## src/core/dcc_consts.vh

```
// constants for the dual comparator control block
`ifndef DCC_CONSTS_VH
`define DCC_CONSTS_VH
// register word indices; every register is word aligned, so the bus
// byte address of each register is four times its index
`define DCC_IDX_CMP_ONE 8'hac
`define DCC_IDX_CMP_TWO 8'had
`define DCC_IDX_PORT0_DIS 8'hf6
`define DCC_IDX_INT_CTRL 8'hf0
`define DCC_IDX_PORT0_READ 8'hf1
`define DCC_IDX_STATUS 8'hf2
// control field positions
`define DCC_BIT_ENABLE 5
`define DCC_BIT_POS_SEL 4
`define DCC_BIT_NEG_SEL 3
`define DCC_BIT_PIN_OE 2
`define DCC_BIT_RESULT 1
`define DCC_BIT_FLAG 0
// interrupt control fields (own register)
`define DCC_BIT_GIE 2
`define DCC_BIT_IE_ONE 1
`define DCC_BIT_IE_TWO 0
// reset values
`define DCC_RST_CTRL 8'h00
`define DCC_RST_PORT0 8'h00
`define DCC_RST_INT 3'h0
// settling interval: 10 us at 4 ns period (longest time, rounded down)
`define DCC_SETTLE_NS 10000
`define DCC_CLK_NS 4
`define DCC_SETTLE_CYC (`DCC_SETTLE_NS / `DCC_CLK_NS)
// axi responses
`define DCC_RESP_OKAY 2'b00
`define DCC_RESP_SLVERR 2'b10
`endif

```

## src/core/dcc_sync2.v

```verilog
// two flip-flop synchroniser for one asynchronous level
`timescale 1ns/1ns
module dcc_sync2
(
    input wire aclk,
    input wire aresetn,
    input wire async_in,
    output wire sync_out
);
    reg meta_q; // first stage, read only by second stage
    reg sync_q; // second stage
    // ---------------------------------------------
    // capture chain
    // ---------------------------------------------
    always @(posedge aclk)
    begin
        if (!aresetn)
        begin
            meta_q <= 1'b0;
            sync_q <= 1'b0;
        end
        else
        begin
            meta_q <= async_in;
            sync_q <= meta_q;
        end
    end
    assign sync_out = sync_q;
endmodule // dcc_sync2

```

## src/core/dcc_channel.v

```verilog
// one comparator channel: control bits, synced result, change flag
`timescale 1ns/1ns
`include "dcc_consts.vh"
module dcc_channel
(
    input wire aclk,
    input wire aresetn,
    input wire wr_en,
    input wire [7:0] wr_data,
    input wire result_sync,
    output wire [7:0] ctrl_rd,
    output reg flag_q,
    output reg synced_compare_result_q,
    output reg enable_q,
    output reg pos_sel_q,
    output reg neg_sel_q,
    output reg pin_oe_q,
    output reg settled_q
);
    reg [11:0] settle_cnt_q; // settling counter
    wire change;             // synced result toggled
    // software-visible byte; reserved bits read zero
    assign ctrl_rd = {2'b00, enable_q, pos_sel_q, neg_sel_q, pin_oe_q,
                      synced_compare_result_q, flag_q};
    // change gated by enable, so disable also zeroes it
    assign change = enable_q && (result_sync != synced_compare_result_q);
    // ---------------------------------------------
    // control bits, result and flag
    // ---------------------------------------------
    always @(posedge aclk)
    begin
        if (!aresetn)
        begin
            enable_q <= 1'b0;
            pos_sel_q <= 1'b0;
            neg_sel_q <= 1'b0;
            pin_oe_q <= 1'b0;
            synced_compare_result_q <= 1'b0;
            flag_q <= 1'b0;
            settle_cnt_q <= 12'h000;
            settled_q <= 1'b0;
        end
        else
        begin
            if (wr_en)
            begin
                enable_q <= wr_data[`DCC_BIT_ENABLE];
                pos_sel_q <= wr_data[`DCC_BIT_POS_SEL];
                neg_sel_q <= wr_data[`DCC_BIT_NEG_SEL];
                pin_oe_q <= wr_data[`DCC_BIT_PIN_OE];
            end
            // result only tracks while enabled, else reads zero
            if (enable_q)
                synced_compare_result_q <= result_sync;
            else
                synced_compare_result_q <= 1'b0;
            // hardware set beats software clear
            if (!enable_q)
                flag_q <= 1'b0;
            else if (change)
                flag_q <= 1'b1;
            else if (wr_en && !wr_data[`DCC_BIT_FLAG])
                flag_q <= 1'b0;
            // settling tracker, status only; values may be unsettled
            if (!enable_q)
            begin
                settle_cnt_q <= 12'h000;
                settled_q <= 1'b0;
            end
            else if (settle_cnt_q == `DCC_SETTLE_CYC - 1)
                settled_q <= 1'b1;
            else
                settle_cnt_q <= settle_cnt_q + 12'h001;
        end
    end
endmodule // dcc_channel

```

## src/core/dcc_top.v

```verilog
// dual comparator control: axi4-lite registers, routing, irq
// Overview of operation
// - two 8-bit control registers, reset zero
// - result high when positive exceeds negative
// - bit 5 enables the comparator
// - outputs may be unsettled for 10 us
// - select bits set four input configurations
// - bit 4 positive pin, bit 3 negative source
// - bit 2 drives synced result to pin
// - bit 1 synced result, zero when disabled
// - any synced result change sets flag
// - set flag requests comparator interrupt
// - flag cleared by zero write or disable
// - irq needs per-comparator and global enable
// - comparators run and wake in low power
// - port 0 digital input disable register
// - disabled port bits read as zero
`timescale 1ns/1ns
`include "dcc_consts.vh"
module dcc_top
(
    input wire aclk,
    input wire aresetn,
    input wire [9:0] s_axi_awaddr,
    input wire s_axi_awvalid,
    output reg s_axi_awready,
    input wire [31:0] s_axi_wdata,
    input wire [3:0] s_axi_wstrb,
    input wire s_axi_wvalid,
    output reg s_axi_wready,
    output reg [1:0] s_axi_bresp,
    output reg s_axi_bvalid,
    input wire s_axi_bready,
    input wire [9:0] s_axi_araddr,
    input wire s_axi_arvalid,
    output reg s_axi_arready,
    output reg [31:0] s_axi_rdata,
    output reg [1:0] s_axi_rresp,
    output reg s_axi_rvalid,
    input wire s_axi_rready,
    input wire cmp_one_result,
    input wire cmp_two_result,
    input wire [7:0] port0_pins,
    output reg cmp_one_pin,
    output reg cmp_two_pin,
    output reg cmp_one_pos_sel,
    output reg cmp_one_neg_sel,
    output reg cmp_two_pos_sel,
    output reg cmp_two_neg_sel,
    output reg cmp_one_power,
    output reg cmp_two_power,
    output reg [7:0] port0_digital_input_disable,
    output reg comparator_irq,
    output reg wake_request
);
    // -------------------------------------------------
    // write channel state
    // -------------------------------------------------
    reg aw_held_q;         // write address captured
    reg w_held_q;          // write data captured
    reg [7:0] aw_addr_q;   // captured register index
    reg [31:0] w_data_q;   // captured write data
    reg [3:0] w_strb_q;    // captured strobes
    reg [2:0] int_ctrl_q;  // gie, ie one, ie two
    wire do_write;         // both halves present, response free
    wire wr_lane0;         // low byte lane written
    wire wr_one;           // control one write
    wire wr_two;           // control two write
    // channel outputs
    wire [7:0] one_rd;     // control one readback
    wire [7:0] two_rd;     // control two readback
    wire one_flag;
    wire two_flag;
    wire one_res;
    wire two_res;
    wire one_en;
    wire two_en;
    wire one_ps;
    wire two_ps;
    wire one_ns;
    wire two_ns;
    wire one_oe;
    wire two_oe;
    wire one_set;
    wire two_set;
    // synchronised analog results and port pins
    wire one_sync;
    wire two_sync;
    wire [7:0] port0_sync;
    wire irq_d;            // gated interrupt request
    reg [31:0] rd_d;       // read mux
    reg rd_ok_d;           // mapped read address
    // strobes: only lane 0 carries the 8-bit registers
    assign do_write = aw_held_q && w_held_q && !s_axi_bvalid;
    assign wr_lane0 = do_write && w_strb_q[0];
    assign wr_one = wr_lane0 && (aw_addr_q == `DCC_IDX_CMP_ONE);
    assign wr_two = wr_lane0 && (aw_addr_q == `DCC_IDX_CMP_TWO);
    // -------------------------------------------------
    // input synchronisers
    // -------------------------------------------------
    // comparator result arrives asynchronously
    dcc_sync2 u_sync_one
    (
        .aclk(aclk),
        .aresetn(aresetn),
        .async_in(cmp_one_result),
        .sync_out(one_sync)
    );
    dcc_sync2 u_sync_two
    (
        .aclk(aclk),
        .aresetn(aresetn),
        .async_in(cmp_two_result),
        .sync_out(two_sync)
    );
    genvar gi;
    generate
        for (gi = 0; gi < 8; gi = gi + 1)
        begin : g_port
            dcc_sync2 u_sync_p
            (
                .aclk(aclk),
                .aresetn(aresetn),
                .async_in(port0_pins[gi]),
                .sync_out(port0_sync[gi])
            );
        end
    endgenerate
    // -------------------------------------------------
    // comparator channels
    // -------------------------------------------------
    dcc_channel u_one
    (
        .aclk(aclk),
        .aresetn(aresetn),
        .wr_en(wr_one),
        .wr_data(w_data_q[7:0]),
        .result_sync(one_sync),
        .ctrl_rd(one_rd),
        .flag_q(one_flag),
        .synced_compare_result_q(one_res),
        .enable_q(one_en),
        .pos_sel_q(one_ps),
        .neg_sel_q(one_ns),
        .pin_oe_q(one_oe),
        .settled_q(one_set)
    );
    dcc_channel u_two
    (
        .aclk(aclk),
        .aresetn(aresetn),
        .wr_en(wr_two),
        .wr_data(w_data_q[7:0]),
        .result_sync(two_sync),
        .ctrl_rd(two_rd),
        .flag_q(two_flag),
        .synced_compare_result_q(two_res),
        .enable_q(two_en),
        .pos_sel_q(two_ps),
        .neg_sel_q(two_ns),
        .pin_oe_q(two_oe),
        .settled_q(two_set)
    );
    // request needs a flag, its enable and the global enable
    assign irq_d = int_ctrl_q[`DCC_BIT_GIE] &&
        ((one_flag && int_ctrl_q[`DCC_BIT_IE_ONE]) ||
         (two_flag && int_ctrl_q[`DCC_BIT_IE_TWO]));
    // -------------------------------------------------
    // routing and interrupt outputs
    // -------------------------------------------------
    // the pin path registers the two-flop synchronised result once
    // more, three flops in all; the channel uses the same synced copy
    // and no clock enable gates it
    always @(posedge aclk)
    begin
        if (!aresetn)
        begin
            cmp_one_pin <= 1'b0;
            cmp_two_pin <= 1'b0;
            cmp_one_pos_sel <= 1'b0;
            cmp_one_neg_sel <= 1'b0;
            cmp_two_pos_sel <= 1'b0;
            cmp_two_neg_sel <= 1'b0;
            cmp_one_power <= 1'b0;
            cmp_two_power <= 1'b0;
            comparator_irq <= 1'b0;
            wake_request <= 1'b0;
        end
        else
        begin
            cmp_one_pin <= one_en && one_oe && one_sync;
            cmp_two_pin <= two_en && two_oe && two_sync;
            cmp_one_pos_sel <= one_ps;
            cmp_one_neg_sel <= one_ns;
            cmp_two_pos_sel <= two_ps;
            cmp_two_neg_sel <= two_ns;
            cmp_one_power <= one_en;
            cmp_two_power <= two_en;
            comparator_irq <= irq_d;
            // wake has no clock gating here; any low-power mode keeps
            // comparators running and a flagged change wakes the core when its
            // comparator enable and the global enable are set
            wake_request <= irq_d;
        end
    end
    // -------------------------------------------------
    // read mux
    // -------------------------------------------------
    always @*
    begin
        rd_d = 32'h0000_0000;
        rd_ok_d = 1'b1;
        // word index only; the two low byte-address bits are ignored
        case (s_axi_araddr[9:2])
            `DCC_IDX_CMP_ONE: rd_d = {24'h00_0000, one_rd};
            `DCC_IDX_CMP_TWO: rd_d = {24'h00_0000, two_rd};
            `DCC_IDX_PORT0_DIS:
                rd_d = {24'h00_0000, port0_digital_input_disable};
            `DCC_IDX_INT_CTRL: rd_d = {29'h0000_0000, int_ctrl_q};
            // disabled pins read zero whatever the level
            `DCC_IDX_PORT0_READ:
                rd_d = {24'h00_0000,
                        port0_sync & ~port0_digital_input_disable};
            `DCC_IDX_STATUS: rd_d = {30'h0000_0000, two_set, one_set};
            default: rd_ok_d = 1'b0;
        endcase
    end
    // -------------------------------------------------
    // axi write path
    // -------------------------------------------------
    always @(posedge aclk)
    begin
        if (!aresetn)
        begin
            s_axi_awready <= 1'b0;
            s_axi_wready <= 1'b0;
            s_axi_bvalid <= 1'b0;
            s_axi_bresp <= `DCC_RESP_OKAY;
            aw_held_q <= 1'b0;
            w_held_q <= 1'b0;
            aw_addr_q <= 8'h00;
            w_data_q <= 32'h0000_0000;
            w_strb_q <= 4'h0;
            port0_digital_input_disable <= `DCC_RST_PORT0;
            int_ctrl_q <= `DCC_RST_INT;
        end
        else
        begin
            // ready pulses for one cycle when each half is taken
            s_axi_awready <= !aw_held_q && s_axi_awvalid && !s_axi_awready;
            s_axi_wready <= !w_held_q && s_axi_wvalid && !s_axi_wready;
            if (s_axi_awvalid && s_axi_awready)
            begin
                aw_held_q <= 1'b1;
                aw_addr_q <= s_axi_awaddr[9:2]; // word index
            end
            if (s_axi_wvalid && s_axi_wready)
            begin
                w_held_q <= 1'b1;
                w_data_q <= s_axi_wdata;
                w_strb_q <= s_axi_wstrb;
            end
            if (do_write)
            begin
                aw_held_q <= 1'b0;
                w_held_q <= 1'b0;
                s_axi_bvalid <= 1'b1;
                case (aw_addr_q)
                    `DCC_IDX_CMP_ONE, `DCC_IDX_CMP_TWO:
                        s_axi_bresp <= `DCC_RESP_OKAY;
                    `DCC_IDX_PORT0_DIS:
                    begin
                        s_axi_bresp <= `DCC_RESP_OKAY;
                        if (w_strb_q[0])
                            port0_digital_input_disable <=
                                w_data_q[7:0];
                    end
                    `DCC_IDX_INT_CTRL:
                    begin
                        s_axi_bresp <= `DCC_RESP_OKAY;
                        if (w_strb_q[0])
                            int_ctrl_q <= w_data_q[2:0];
                    end
                    `DCC_IDX_PORT0_READ, `DCC_IDX_STATUS:
                        s_axi_bresp <= `DCC_RESP_OKAY;
                    default:
                        s_axi_bresp <= `DCC_RESP_SLVERR;
                endcase
            end
            else if (s_axi_bvalid && s_axi_bready)
                s_axi_bvalid <= 1'b0;
        end
    end
    // -------------------------------------------------
    // axi read path
    // -------------------------------------------------
    always @(posedge aclk)
    begin
        if (!aresetn)
        begin
            s_axi_arready <= 1'b0;
            s_axi_rvalid <= 1'b0;
            s_axi_rdata <= 32'h0000_0000;
            s_axi_rresp <= `DCC_RESP_OKAY;
        end
        else
        begin
            s_axi_arready <= s_axi_arvalid && !s_axi_arready &&
                             !s_axi_rvalid;
            if (s_axi_arvalid && s_axi_arready)
            begin
                s_axi_rvalid <= 1'b1;
                s_axi_rdata <= rd_d;
                s_axi_rresp <= rd_ok_d ? `DCC_RESP_OKAY : `DCC_RESP_SLVERR;
            end
            else if (s_axi_rvalid && s_axi_rready)
                s_axi_rvalid <= 1'b0;
        end
    end
endmodule // dcc_top

```

## config.mk

```make
export PLATFORM = sky130hd
export DESIGN_NAME = dcc_top
export DESIGN_NICKNAME = d
export VERILOG_FILES = /design/src/core/dcc_sync2.v /design/src/core/dcc_channel.v /design/src/core/dcc_top.v
export VERILOG_INCLUDE_DIRS = /design/src /design/src/core
export SDC_FILE = /design/constraint.sdc
export NUM_CORES = 1
export LEC_CHECK = 0
export BUFFER_PORTS_ARGS = -buffer_cell sky130_fd_sc_hd__buf_2
export CAP_MARGIN = 20
export CORE_UTILIZATION = 56
export CTS_CLUSTER_SIZE = 14
export DETAILED_ROUTE_END_ITERATION = 7
export GPL_ROUTABILITY_DRIVEN = 0
export GPL_TIMING_DRIVEN = 0
export HOLD_SLACK_MARGIN = 0.12
export PLACE_DENSITY = 0.84
export SLEW_MARGIN = 20
export SYNTH_ARGS = -nofsm -noshare
export SYNTH_HDL_FRONTEND = slang
export SYNTH_SLANG_ARGS = --single-unit
```

## constraint.sdc

```tcl
create_clock -name aclk -period 3.15 [get_ports aclk]
set_input_delay 0.315 -clock aclk [delete_from_list [all_inputs] [get_ports aclk]]
set_output_delay 0.315 -clock aclk [all_outputs]
set_load 0.01 [all_outputs]
```

==> out/metrics.cfg <==
[final_layout]
diodes=0
drive_gt1_share_pct=20.3
nets=682
layout.cells.non_filler=713
area_growth_pct=16.6

[pwr]
power.density_mw_per_mm2=448
peakVddDrop_mv=0.285
p_leak_nw=2.19

[outcome]
status=finished clean

[timing]
fin_ws_ns=1.21
final_max_slew_viol_count=0
max_freq_ghz=0.514
relSlewSlack_pct=63.6
fin_crit_ns=1.94
finalCritPeriodShare_pct=61.7
setup_tns_ns=0
rsz0062_at_grt=no
finalSetupViolations=0
skew_ns=0.0178
tightest_slew_ns=0.541
hold_violations=0

[clocking]
cts_hold_buf=0
clkTransAtPathRegs_ns=0.11
clk_latency_ns=0.37
numCtsBuffers=9
htreeDepth=3
clockBufferDepth=2
cts-resized-gates=0
cts_setup_buffers=0
cts_tree=yes
cts_sinks=112
root_buffer=clkbuf_8

[synthesis]
synth_top_area_cell=dfxtp_1
synth_area_leaders=dfxtp_1 (49%), mux2i_1 (5.0%), buf_4 (4.6%)
yosys-top-cells-count=dfxtp_1 (112), nand2_1 (56), nor2_1 (35)
ys_ff_latch=112
syn_area_sq_mm=0.00461
syn_area_per_cell_sq_um=9.27
synth_cell_type_count=48
synth_top_area_share_pct=48.6
post-synth-top-count-cell=dfxtp_1
yosysWarnings=0
async_flop_share_pct=0
synthCells=498
synthFlopType=dfxtp_1
synth_edf_count=0
ys_seq_area_share_pct=48.6

[placed_design]
pre_cts_ws_ns=1.24
dp_hpwl_mm=7.39
dp_cells=698
place.port_buffers=73

[floorplan]
die_h_um=92.8
die_area_sq_mm=0.00861
die_x_um=92.8
fp-row-count=32
start_util_pct=58.8
coreArea_sq_mm=0.00785
ios=132

[worst_setup_path]
crit_type=flip-flop to flip-flop
reg2regPathDepth=6
reg2reg_to=port0_digital_input_disable[2]
endpoint_kind=flip-flop
cp-start-kind=flip-flop
required_ns=3.42
cp-startpoint=w_held_q
critPathMaxFanout=8
reg2reg_slack_ns=1.21
reg2reg_from=w_held_q
arrival_ns=2.21

[hold_path]
min_path_type=primary input to flip-flop
hold_depth=2
worst_hold_path.endpoint=u_sync_two.meta_q
hold_start=cmp_two_result

[global_routing]
grt_start_max_net_pins=19
grt_pass1_vias=3394
overflow=0
track_usage_pct=23.9
grt_pass1_wl_mm=16.1
antenna_found_initial=0

[routing]
drtIter0Drc=201
first_pass_iters=5
wire_per_inst_um=13.8
final_antenna_net_count=0
routed-via-count=3678
vias_per_cell=5.16
drcViolationCount=0
wirelength_mm=9.86

[run]
cap_violations=0

-- power by group --
group,switching [W],total (W),leakage (nW),internal (W)
sequential,0.0000163,0.00146,0.909,0.00144
clock,0.000479,0.000790,0.0850,0.000311
combinational,0.0000842,0.000160,1.19,0.0000760
total,0.000579,0.00241,2.19,0.00183
-- sequential cells by signal (all words and copies together), names as in the netlist, 3 cells and up --
register                     count
port0_digital_input_disable      8
int_ctrl_q                       3
aw_addr_q                        8
u_two.settle_cnt_q              12
s_axi_rdata                      8
w_data_q                         8
g_port.u_sync_p.sync_out         8
g_port.u_sync_p.meta_q           8
u_one.settle_cnt_q              12
-- logic make-up (layout without fill, tap and decap cells) --
family                   after synthesis  after routing  synth area share, %
AND/OR/NAND/NOR                      217            217                 25.2
flip-flops                           112            112                 48.6
AO/OA/AOI/OAI                         67             67                 9.41
buffers and inverters                 53            141                 6.78
multiplexers                          24             24                 5.23
XOR/XNOR                              22             22                 4.18
adder cells (fa/ha/maj)                2              2                0.542
other                                  1             26               0.0813
-- worst max-delay path, cell delays in order, from the launching register on --
cell	delay, ns
dfxtp_1	0.40
nand4b_1	0.17
nor4_1	0.54
and3_1	0.23
buf_4	0.20
mux2i_1	0.24
nor2b_1	0.06
-- per-layer routing --
metal,GRT usage [%],up-vias,wire length [um]
met5,0,-,0
met4,9.36,0,153
met3,3.37,16,536
met2,41.2,126,4950
met1,29.8,1689,4230
li1,-,1847,-
-- per-stage QoR --
| stage | total power [W] | util (%) | cell area [sq um] | hold slack, ns |
|---|---|---|---|---|
| 2_1_floorplan | 0.00159 | - | 4710 | 0.412 |
| 3_3_place_gp | 0.00165 | 66.3 | 5200 | 0.418 |
| 3_5_place_dp | 0.00165 | 66.3 | 5200 | 0.418 |
| 4_1_cts | 0.00241 | 68.6 | 5380 | 0.134 |
| 5_1_grt | 0.00250 | 68.6 | 5380 | 0.138 |
| 6_report | 0.00241 | 68.6 | 5380 | 0.145 |
-- final cells by class --
cell class,instances,area (sq um)
clock inverters,5,41.3
repair buffers,73,365
plain buffers,47,290
flip-flops and latches,112,2240
fillers,667,2470
inverters,6,22.5
clock buffers,10,138
multi-input cells,358,2150
well taps,102,128
-- how the worst max path moves through the flow --
stage / endpoint / slack, ns / cells after the start
detailed placement: port0_digital_input_disable[2] / 1.24 / 6
floorplan: u_two.settle_cnt_q[2] / 1.49 / 5
global placement: port0_digital_input_disable[0] / 1.29 / 6
finish: port0_digital_input_disable[2] / 1.21 / 6
global route: port0_digital_input_disable[0] / 1.11 / 6
CTS: port0_digital_input_disable[2] / 1.22 / 6
-- cell usage in the layout, fill, tap and decap left out, drive strengths merged, types with 9 or more instances in the layout --
cell,n
dfxtp,112
buf,103
nand2,56
nor2,35
and2,32
clkbuf,27
conb,26
mux2i,23
nand3,21
nor2b,21
a21boi,21
o21ai,17
xor2,14
a21oi,14
nor3,9
(Power assumes the default switching activity.)
